File: src/rtl/lim_pkg.sv
// Functional notes
// - Second mask bit 7 gates DAC overflow; 0 enables, 1 masks, resets 1.
// - Second mask bits 6 and 5 gate jitter overflow and underflow; reset 1.
// - Second mask bit 4 gates pattern logic error; 0 enables, resets masked.
// - Bits 3 and 2 gate excess zeros and code violation; reset masked.
// - Second mask bit 1 gates the one-second timer event; resets 1.
// - Second mask bit 0 gates counter overflow event; resets 1.
// - Edge bit 7: equalizer range event on rise (0) or both edges (1).
// - Edge bit 6: loop activate event on rise (0) or both edges (1).
// - Edge bit 5: loop deactivate event on rise (0) or both edges (1).
// - Edge bit 4: pattern sync event on rise (0) or both edges (1).
// - Edge bit 3: transmit clock loss event on rise or both edges.
// - Edge bit 2: driver failure event on rise or both edges.
// - Edge bit 1: alarm indication event on rise or both edges.
// - Edge bit 0: loss of signal event on rise or both edges.
// - First mask gates eight status events, same bit order, reset 1.
package lim_pkg;

   localparam int          REG_AW              = 12;
   // Printed offsets are not word multiples, so they are indices
   localparam logic [7:0]  IDX_MASK_FIRST      = 8'h14;
   localparam logic [7:0]  IDX_MASK_SECOND     = 8'h15;
   localparam logic [7:0]  IDX_EDGE_SEL        = 8'h16;
   localparam logic [7:0]  IDX_STATUS_RT       = 8'h17;
   localparam logic [7:0]  IDX_EVENT_STATUS    = 8'h18;
   localparam logic [7:0]  IDX_SRC_EVENT       = 8'h19;
   localparam logic [7:0]  MASK_RESET          = 8'hFF;
   localparam logic [7:0]  EDGE_SEL_RESET      = 8'h00;

   // Bit positions of the second mask register
   localparam int          BIT_DAC_OVERFLOW    = 7;
   localparam int          BIT_JA_OVERFLOW     = 6;
   localparam int          BIT_JA_UNDERFLOW    = 5;
   localparam int          BIT_PATTERN_ERROR   = 4;
   localparam int          BIT_EXCESS_ZEROS    = 3;
   localparam int          BIT_CODE_VIOLATION  = 2;
   localparam int          BIT_SECOND_TICK     = 1;
   localparam int          BIT_COUNTER_OVF     = 0;

   typedef struct packed {
      logic [REG_AW-1:0] paddr;
      logic              psel;
      logic              penable;
      logic              pwrite;
      logic [31:0]       pwdata;
   } lim_apb_req_s;

endpackage

File: src/rtl/lim_intr_ctrl.sv
`timescale 1ns/1ps
module lim_intr_ctrl (
   input  wire logic                       CORE_CLK_I,
   input  wire logic                       RESET_N_I,
   input  wire logic [lim_pkg::REG_AW-1:0] PADDR_I,
   input  wire logic                       PSEL_I,
   input  wire logic                       PENABLE_I,
   input  wire logic                       PWRITE_I,
   input  wire logic [31:0]                PWDATA_I,
   input  wire logic [7:0]                 LINE_STATUS_I,
   input  wire logic [7:0]                 SRC_EVENT_I,
   output logic      [31:0]                PRDATA_O,
   output logic                            PREADY_O,
   output logic                            PSLVERR_O,
   output logic                            IRQ_O
);

   ////////////////////////////////////////////////////////////////////////
   logic                  rst_meta;
   logic                  rst_n;
   lim_pkg::lim_apb_req_s req;
   logic [7:0]            mask_first;
   logic [7:0]            mask_second;
   logic [7:0]            edge_sel;
   logic [7:0]            status_prev;
   logic [7:0]            line_event;
   logic [7:0]            line_latched;
   logic [7:0]            src_latched;
   logic [9:0]            word_idx;
   logic                  access;
   logic                  wr;
   logic                  rd_evt;
   logic                  rd_src;
   logic                  mapped;
   logic [7:0]            next_rdata;

   assign req = '{paddr: PADDR_I, psel: PSEL_I, penable: PENABLE_I,
                  pwrite: PWRITE_I, pwdata: PWDATA_I};

   // Release of reset is synchronised; assertion stays asynchronous
   always_ff @(posedge CORE_CLK_I or negedge RESET_N_I) begin
      if (!RESET_N_I) begin
         rst_meta <= 1'b0;
         rst_n    <= 1'b0;
      end else begin
         rst_meta <= 1'b1;
         rst_n    <= rst_meta;
      end
   end

   ////////////////////////////////////////////////////////////////////////
   // APB decode: setup cycle, then a one-cycle access with pready high
   assign word_idx = req.paddr[lim_pkg::REG_AW-1:2];
   assign access   = req.psel && req.penable && PREADY_O;
   assign wr       = access && req.pwrite;
   assign rd_evt   = access && !req.pwrite &&
                     word_idx == {2'b00, lim_pkg::IDX_EVENT_STATUS};
   assign rd_src   = access && !req.pwrite &&
                     word_idx == {2'b00, lim_pkg::IDX_SRC_EVENT};

   always_comb begin
      mapped     = 1'b1;
      next_rdata = 8'h00;
      if (req.paddr[1:0] != 2'b00 || word_idx[9:8] != 2'b00) begin
         mapped = 1'b0;
      end else begin
         unique case (word_idx[7:0])
            lim_pkg::IDX_MASK_FIRST:   next_rdata = mask_first;
            lim_pkg::IDX_MASK_SECOND:  next_rdata = mask_second;
            lim_pkg::IDX_EDGE_SEL:     next_rdata = edge_sel;
            lim_pkg::IDX_STATUS_RT:    next_rdata = LINE_STATUS_I;
            lim_pkg::IDX_EVENT_STATUS: next_rdata = line_latched;
            lim_pkg::IDX_SRC_EVENT:    next_rdata = src_latched;
            default:                   mapped = 1'b0;
         endcase
      end
   end

   // Ready rises in the access cycle, so every transfer takes two cycles
   always_ff @(posedge CORE_CLK_I or negedge rst_n) begin
      if (!rst_n) begin
         PREADY_O  <= 1'b0;
         PSLVERR_O <= 1'b0;
         PRDATA_O  <= 32'h0000_0000;
      end else begin
         PREADY_O  <= req.psel && !req.penable;
         PSLVERR_O <= req.psel && !req.penable && !mapped;
         if (req.psel && !req.penable && !req.pwrite) begin
            PRDATA_O <= {24'h00_0000, next_rdata};
         end
      end
   end

   ////////////////////////////////////////////////////////////////////////
   // Mask and edge select registers; only the low byte is stored
   always_ff @(posedge CORE_CLK_I or negedge rst_n) begin
      if (!rst_n) begin
         mask_first  <= lim_pkg::MASK_RESET;
         mask_second <= lim_pkg::MASK_RESET;
         edge_sel    <= lim_pkg::EDGE_SEL_RESET;
      end else if (wr && req.paddr[1:0] == 2'b00 &&
                   word_idx[9:8] == 2'b00) begin
         if (word_idx[7:0] == lim_pkg::IDX_MASK_FIRST) begin
            mask_first <= req.pwdata[7:0];
         end
         if (word_idx[7:0] == lim_pkg::IDX_MASK_SECOND) begin
            mask_second <= req.pwdata[7:0];
         end
         if (word_idx[7:0] == lim_pkg::IDX_EDGE_SEL) begin
            edge_sel <= req.pwdata[7:0];
         end
      end
   end

   ////////////////////////////////////////////////////////////////////////
   // Edge qualification, one slice per status bit
   always_ff @(posedge CORE_CLK_I or negedge rst_n) begin
      if (!rst_n) begin
         status_prev <= 8'h00;
      end else begin
         status_prev <= LINE_STATUS_I;
      end
   end

   genvar g;
   generate
      for (g = 0; g < 8; g++) begin : g_edge
         // Rise always counts; fall counts only with both-edge select
         assign line_event[g] = (LINE_STATUS_I[g] && !status_prev[g]) ||
            (edge_sel[g] && !LINE_STATUS_I[g] && status_prev[g]);
      end
   endgenerate

   // Sticky flags, cleared by reading them; a new event beats the clear
   always_ff @(posedge CORE_CLK_I or negedge rst_n) begin
      if (!rst_n) begin
         line_latched <= 8'h00;
      end else begin
         line_latched <= (rd_evt ? 8'h00 : line_latched) | line_event;
      end
   end

   always_ff @(posedge CORE_CLK_I or negedge rst_n) begin
      if (!rst_n) begin
         src_latched <= 8'h00;
      end else begin
         src_latched <= (rd_src ? 8'h00 : src_latched) | SRC_EVENT_I;
      end
   end

   // Masked flags still latch but never reach the output
   always_ff @(posedge CORE_CLK_I or negedge rst_n) begin
      if (!rst_n) begin
         IRQ_O <= 1'b0;
      end else begin
         IRQ_O <= |(line_latched & ~mask_first) |
                  |(src_latched & ~mask_second);
      end
   end

   ////////////////////////////////////////////////////////////////////////
   AST_MASK_RESET: assert property (@(posedge CORE_CLK_I)
      $rose(rst_n) |-> mask_second == 8'hFF && mask_first == 8'hFF)
      else $error("mask registers not all ones after reset");

   AST_RISE_LATCH: assert property (@(posedge CORE_CLK_I)
      disable iff (!rst_n)
      $rose(LINE_STATUS_I[0]) |=> line_latched[0])
      else $error("rising status edge not latched");

   AST_FALL_RISE_ONLY: assert property (@(posedge CORE_CLK_I)
      disable iff (!rst_n)
      $fell(LINE_STATUS_I[7]) && !edge_sel[7] && !line_latched[7] &&
      !rd_evt |=> !line_latched[7])
      else $error("fall latched with rise-only select");

   AST_FALL_BOTH: assert property (@(posedge CORE_CLK_I)
      disable iff (!rst_n)
      $fell(LINE_STATUS_I[6]) && edge_sel[6] |=> line_latched[6])
      else $error("fall not latched with both-edge select");

   AST_SRC_LATCH: assert property (@(posedge CORE_CLK_I)
      disable iff (!rst_n)
      SRC_EVENT_I[2] |=> src_latched[2])
      else $error("source event not latched");

   AST_IRQ_ENABLED: assert property (@(posedge CORE_CLK_I)
      disable iff (!rst_n)
      src_latched[0] && !mask_second[0] |=> IRQ_O)
      else $error("enabled event did not raise interrupt");

   AST_IRQ_MASKED: assert property (@(posedge CORE_CLK_I)
      disable iff (!rst_n)
      (line_latched & ~mask_first) == 8'h00 &&
      (src_latched & ~mask_second) == 8'h00 |=> !IRQ_O)
      else $error("interrupt high with all flags masked");

   AST_READ_CLEAR: assert property (@(posedge CORE_CLK_I)
      disable iff (!rst_n)
      rd_evt && line_event == 8'h00 |=> line_latched == 8'h00)
      else $error("read did not clear status");

   AST_WRITE_EDGE: assert property (@(posedge CORE_CLK_I)
      disable iff (!rst_n)
      wr && req.paddr[1:0] == 2'b00 &&
      word_idx == {2'b00, lim_pkg::IDX_EDGE_SEL} |=>
      edge_sel == $past(req.pwdata[7:0]))
      else $error("edge select write lost");

   AST_READY_TWO: assert property (@(posedge CORE_CLK_I)
      disable iff (!rst_n)
      req.psel && !req.penable |=> PREADY_O)
      else $error("pready late");

   // Edge selects must come out of reset as rise-only
   AST_EDGE_SEL_RESET: assert property (@(posedge CORE_CLK_I)
      $rose(rst_n) |-> edge_sel == lim_pkg::EDGE_SEL_RESET)
      else $error("edge select not cleared by reset");

   // Same checks on every status slice, not just the sampled ones above
   for (g = 0; g < 8; g++) begin : g_edge_chk
      AST_RISE_ANY: assert property (@(posedge CORE_CLK_I)
         disable iff (!rst_n)
         $rose(LINE_STATUS_I[g]) |=> line_latched[g])
         else $error("rising status edge not latched");
      AST_FALL_SEL: assert property (@(posedge CORE_CLK_I)
         disable iff (!rst_n)
         $fell(LINE_STATUS_I[g]) && edge_sel[g] |=> line_latched[g])
         else $error("fall not latched with both-edge select");
      AST_FALL_IGNORE: assert property (@(posedge CORE_CLK_I)
         disable iff (!rst_n)
         $fell(LINE_STATUS_I[g]) && !edge_sel[g] && !line_latched[g] &&
         !rd_evt |=> !line_latched[g])
         else $error("fall latched with rise-only select");
      AST_LINE_HOLD: assert property (@(posedge CORE_CLK_I)
         disable iff (!rst_n)
         line_latched[g] && !rd_evt |=> line_latched[g])
         else $error("status flag lost without a read");
      AST_FIRST_IRQ: assert property (@(posedge CORE_CLK_I)
         disable iff (!rst_n)
         line_latched[g] && !mask_first[g] |=> IRQ_O)
         else $error("unmasked status flag did not raise interrupt");
   end

   // Masked sources still latch, so unmasking later is not lossy
   for (g = 0; g < 8; g++) begin : g_src_chk
      AST_SRC_ANY: assert property (@(posedge CORE_CLK_I)
         disable iff (!rst_n)
         SRC_EVENT_I[g] |=> src_latched[g])
         else $error("source event not latched");
      AST_SRC_HOLD: assert property (@(posedge CORE_CLK_I)
         disable iff (!rst_n)
         src_latched[g] && !rd_src |=> src_latched[g])
         else $error("source flag lost without a read");
   end

   // One check per named second-mask bit 7 to 1; bit 0 is checked by AST_IRQ_ENABLED
   AST_DAC_IRQ: assert property (@(posedge CORE_CLK_I)
      disable iff (!rst_n)
      src_latched[lim_pkg::BIT_DAC_OVERFLOW] &&
      !mask_second[lim_pkg::BIT_DAC_OVERFLOW] |=> IRQ_O)
      else $error("enabled overflow event did not raise interrupt");

   AST_JA_OVF_IRQ: assert property (@(posedge CORE_CLK_I)
      disable iff (!rst_n)
      src_latched[lim_pkg::BIT_JA_OVERFLOW] &&
      !mask_second[lim_pkg::BIT_JA_OVERFLOW] |=> IRQ_O)
      else $error("enabled attenuator overflow did not raise interrupt");

   AST_JA_UNDF_IRQ: assert property (@(posedge CORE_CLK_I)
      disable iff (!rst_n)
      src_latched[lim_pkg::BIT_JA_UNDERFLOW] &&
      !mask_second[lim_pkg::BIT_JA_UNDERFLOW] |=> IRQ_O)
      else $error("enabled attenuator underflow did not raise interrupt");

   AST_PAT_ERR_IRQ: assert property (@(posedge CORE_CLK_I)
      disable iff (!rst_n)
      src_latched[lim_pkg::BIT_PATTERN_ERROR] &&
      !mask_second[lim_pkg::BIT_PATTERN_ERROR] |=> IRQ_O)
      else $error("enabled pattern error did not raise interrupt");

   AST_EXZ_IRQ: assert property (@(posedge CORE_CLK_I)
      disable iff (!rst_n)
      src_latched[lim_pkg::BIT_EXCESS_ZEROS] &&
      !mask_second[lim_pkg::BIT_EXCESS_ZEROS] |=> IRQ_O)
      else $error("enabled excess zeros did not raise interrupt");

   AST_CV_IRQ: assert property (@(posedge CORE_CLK_I)
      disable iff (!rst_n)
      src_latched[lim_pkg::BIT_CODE_VIOLATION] &&
      !mask_second[lim_pkg::BIT_CODE_VIOLATION] |=> IRQ_O)
      else $error("enabled code violation did not raise interrupt");

   AST_TICK_IRQ: assert property (@(posedge CORE_CLK_I)
      disable iff (!rst_n)
      src_latched[lim_pkg::BIT_SECOND_TICK] &&
      !mask_second[lim_pkg::BIT_SECOND_TICK] |=> IRQ_O)
      else $error("enabled timer event did not raise interrupt");

   AST_WRITE_MASK_FIRST: assert property (@(posedge CORE_CLK_I)
      disable iff (!rst_n)
      wr && req.paddr[1:0] == 2'b00 &&
      word_idx == {2'b00, lim_pkg::IDX_MASK_FIRST} |=>
      mask_first == $past(req.pwdata[7:0]))
      else $error("first mask write lost");

   AST_WRITE_MASK_SECOND: assert property (@(posedge CORE_CLK_I)
      disable iff (!rst_n)
      wr && req.paddr[1:0] == 2'b00 &&
      word_idx == {2'b00, lim_pkg::IDX_MASK_SECOND} |=>
      mask_second == $past(req.pwdata[7:0]))
      else $error("second mask write lost");

   // A new event in the clearing read must survive the clear
   AST_SET_WINS: assert property (@(posedge CORE_CLK_I)
      disable iff (!rst_n)
      rd_evt |=> line_latched == $past(line_event))
      else $error("status read lost a coincident event");

   AST_SRC_SET_WINS: assert property (@(posedge CORE_CLK_I)
      disable iff (!rst_n)
      rd_src |=> src_latched == $past(SRC_EVENT_I))
      else $error("source read lost a coincident event");

   AST_SRC_CLEAR: assert property (@(posedge CORE_CLK_I)
      disable iff (!rst_n)
      rd_src && SRC_EVENT_I == 8'h00 |=> src_latched == 8'h00)
      else $error("read did not clear source flags");

   AST_ERR_UNMAPPED: assert property (@(posedge CORE_CLK_I)
      disable iff (!rst_n)
      req.psel && !req.penable && !mapped |=> PSLVERR_O)
      else $error("unmapped access not flagged");

   AST_ERR_MAPPED: assert property (@(posedge CORE_CLK_I)
      disable iff (!rst_n)
      req.psel && !req.penable && mapped |=> !PSLVERR_O)
      else $error("mapped access flagged as error");

   AST_READY_ONE: assert property (@(posedge CORE_CLK_I)
      disable iff (!rst_n)
      PREADY_O |=> !PREADY_O)
      else $error("pready held beyond the access cycle");

   AST_RDATA_UPPER: assert property (@(posedge CORE_CLK_I)
      disable iff (!rst_n)
      PRDATA_O[31:8] == 24'h00_0000)
      else $error("read data upper bits not zero");

   COV_SRC_IRQ: cover property (@(posedge CORE_CLK_I)
      disable iff (!rst_n) rd_src && src_latched != 8'h00);
   COV_BOTH_EDGE: cover property (@(posedge CORE_CLK_I)
      disable iff (!rst_n) edge_sel[3] && $fell(LINE_STATUS_I[3]));
   COV_IRQ: cover property (@(posedge CORE_CLK_I)
      disable iff (!rst_n) $rose(IRQ_O));
   COV_SET_CLEAR: cover property (@(posedge CORE_CLK_I)
      disable iff (!rst_n) rd_evt && line_event != 8'h00);

endmodule

File: config.mk
export PLATFORM = sky130hd
export DESIGN_NAME = lim_intr_ctrl
export DESIGN_NICKNAME = d
export VERILOG_FILES = /design/src/rtl/lim_pkg.sv /design/src/rtl/lim_intr_ctrl.sv
export SDC_FILE = /design/constraint.sdc
export NUM_CORES = 1
export LEC_CHECK = 0
export BUFFER_PORTS_ARGS = -buffer_cell sky130_fd_sc_hd__buf_2
export CAP_MARGIN = 10
export CORE_MARGIN = 3
export CORE_UTILIZATION = 30
export CTS_BUF_LIST = sky130_fd_sc_hd__clkbuf_8 sky130_fd_sc_hd__clkbuf_16
export CTS_CLUSTER_SIZE = 25
export DETAILED_ROUTE_END_ITERATION = 7
export SETUP_SLACK_MARGIN = 0.5
export SLEW_MARGIN = 10
export SYNTH_ARGS = -nofsm -noshare
export SYNTH_HDL_FRONTEND = slang
export SYNTH_SLANG_ARGS = --single-unit
File: constraint.sdc
create_clock -name CORE_CLK_I -period 2.6 [get_ports CORE_CLK_I]
set_input_delay 0.26 -clock CORE_CLK_I [delete_from_list [all_inputs] [get_ports CORE_CLK_I]]
set_output_delay 0.26 -clock CORE_CLK_I [all_outputs]
set_load 0.01 [all_outputs]
==> key figures <==
GRT
  • Vias in the first global route: 2035
  • Global-route wire length before repair: 11210 um
  • Total gr overflow: 0
  • Initial antenna violation count: 0
  • All-layer global routing usage: 13.09%
  • Largest net degree at the start of global routing: 27

Floorplanning
  • Rows: 36
  • Die Height: 107.5 um
  • Initial Utilization: 31.17%
  • Core ar.: approximately 0.0099 mm2
  • Ports: 100
  • Die area: 0.01155 mm2
  • Die span in x: 107.5 um

Synthesis
  • Cells after synthesis: 265
  • Sequential element share of the synthesized area: 50.06%
  • Count of unique library cells instantiated by Yosys: 37
  • Cell taking the most area after synthesis: dfrtp_1
  • Post-Syn Area: 0.003089 mm2
  • Syn_area_per_cell: 11.66 um2
  • Synth area leaders: dfrtp_1 (36%), dfstp_2 (14%), mux2_2 (8.7%)
  • Synthesis warning total: 0
  • Yosys reg bits: 61
  • Top cell type's share of synthesized area: 36.45%

Timing
  • Endpoints failing setup: 0
  • Final hold vios: 0
  • Period utilization: 78.55%
  • Slew headroom: 58.69%
  • Worst-Margin Slew: roughly 620 ps
  • Final min period: 2042 ps
  • RSZ-0062 raised after global routing: false
  • Slew Limit Fails: 0
  • Maximum clock rate: 489.7 MHz
  • Setup tns final: 0 ps
  • Clock Skew: 6.302 ps

Pwr
  • Pwr Density: 559.6 mW/mm2
  • Worst-case vdd ir drop: 0.2600 mV
  • Leak: 1.726 nW

CTS
  • Max clock buf depth: 2
  • Clock latency on the worst-skew pair: around 330 ps
  • CTS tree: done
  • Hold buffer count at cts: 1
  • # clock sinks: 61
  • CTS resizes: 0
  • Total CTS buffers: 9
  • H-tree levels: 3
  • # Post-CTS Setup Buffers: 0
  • CTS clk-pin slew, worst paths: 70 ps
  • Root Buffer: clkbuf_8

Layout
  • Share of layout cells above drive strength 1: 39.34%
  • Fillers: 1004
  • Ant diodes: 0
  • Final core utilization: 37.61%
  • Nets@finish: 393
  • Area Growth Syn to Fin: 20.66%

Worst setup path
  • Setup CP Type: in2reg
  • CP Capture Type: flop
  • CP required: 2860 ps
  • Critical Path Start Type: input port
  • Critical path data arrival time: 2310 ps
  • Critical-path maximum fanout: 8

Job
  • MaxCap Viol Count: 0

Min path
  • Worst Hold Class: in2reg

Drt
  • Starting DRT DRC Count: 89
  • Wire per inst: 15.53 um
  • DR vias: 2154
  • Vias per cell: about 4.6
  • 1st-pass router iterations: 4
  • Final ANT Viol Nets: 0
  • Routed WL: 7235 um
  • DRC Markers: 0

Placed design
  • Hpwl dp: 5181 um
  • Port bufs: 51
  • Routability Congestion: 0.7842

Status
  • Status: finished clean
[worst max-delay path, stage by stage]
cell    delay, ps
buf_2          90
or4b_4        570
or3_1         390
or3_1         590
mux2_4        400
[where the power goes]
group          switching (mW)  total [mW]  leakage (nW)  internal [mW]
Sequential            0.00985       0.970         0.679          0.960
Clock                   0.355       0.998         0.126          0.643
Combinational          0.0726       0.117         0.922         0.0448
[cells by family after synthesis]
kind of cell / count (synthesis) / synth area share [%]
simple gates: 45 / 9.357
mux: 48 / 17.82
flops: 61 / 50.06
other cells: 2 / 0.2431
buf+inv: 59 / 10.61
compound gates: 50 / 11.91
[registers in the layout (all words and copies together), names as in the netlist]
name,flops
edge_sel,8
PRDATA_O,8
status_prev,8
rst_meta,1
rst_n,1
line_latched,8
mask_second,8
PSLVERR_O,1
IRQ_O,1
src_latched,8
mask_first,8
PREADY_O,1
[Yosys cell counts, drive strengths merged]
| master | count |
|---|---|
| nor3b | 8 |
| a2111oi | 1 |
| or3 | 2 |
| or4 | 1 |
| and3 | 1 |
| buf | 29 |
| nor4 | 1 |
| conb | 2 |
| nand2b | 2 |
| or4b | 1 |
| nor2 | 10 |
| or2 | 1 |
| dfrtp | 45 |
| clkbuf | 3 |
| dfstp | 16 |
| mux2i | 16 |
| o22a | 8 |
| and2 | 8 |
| o22ai | 4 |
| a21o | 8 |
| a221o | 8 |
| a21oi | 16 |
| a211oi | 1 |
| a221oi | 4 |
| nand3b | 1 |
| nor3 | 3 |
| mux2 | 32 |
| inv | 27 |
| nand3 | 1 |
| or3b | 2 |
| nand4 | 3 |
[layout make-up]
class	count	area [um2]	area share, %
tap	133	166.4	4.465
clock buffer	13	178.9	4.800
sequential	61	1548	41.52
multi-input combinational	168	1335	35.82
timing repair buffer	61	332.8	8.929
inverter	27	101.3	2.719
clock inverter	3	65.06	1.746
[stage by stage]
stage	hold slack (ps)	setup slack, ps	std cells	power, mW	area (um2)
finish	72.28	557.7	466	2.086	3727
global placement	45.02	255.6	449	1.102	3473
floorplan	-35.59	359.3	288	1.072	3216
detailed placement	46.79	222.5	449	1.104	3473
CTS	52.30	585.5	466	2.113	3727
global route	49.26	532.4	466	2.178	3727
[final timing paths]
path / start / slack (ps) / cells past startpoint / endpoint
worst max-delay path: PADDR_I[7] / 560 / 5 / mask_first[2]$_DFFE_PN1P_
worst min-delay path: LINE_STATUS_I[4] / 70 / 1 / status_prev[4]$_DFF_PN0_
worst max register to register: PREADY_O$_DFF_PN0_ / 710 / 4 / edge_sel[6]$_DFFE_PN0P_
worst min register to register: rst_n$_DFF_PN0_ / 260 / 0 / src_latched[6]$_DFF_PN0_
max in group asynchronous: rst_n$_DFF_PN0_ / 1600 / 1 / mask_first[3]$_DFFE_PN1P_
min in group asynchronous: RESET_N_I / 240 / 2 / rst_meta$_DFF_PN0_
[layer usage]
metal	GRT usage, %	up-vias	share of wire (%)
met3	4.199	11	5.4
met4	3.877	0	1.3
li1	-	1022	-
met5	0	-	0
met1	18.64	1048	49
met2	18.95	73	44
[placed cells by master, fill, tap and decap left out, types with 9 or more instances in the layout]
cell and instances:
inv_1 27, mux2_2 16, buf_2 51, mux2_4 16
mux2i_1 16, nor2_1 10, clkbuf_8 13, dfstp_2 16
dfrtp_1 44, buf_4 9, conb_1 25, a21oi_1 16
Power figures use the tool's default switching activity.
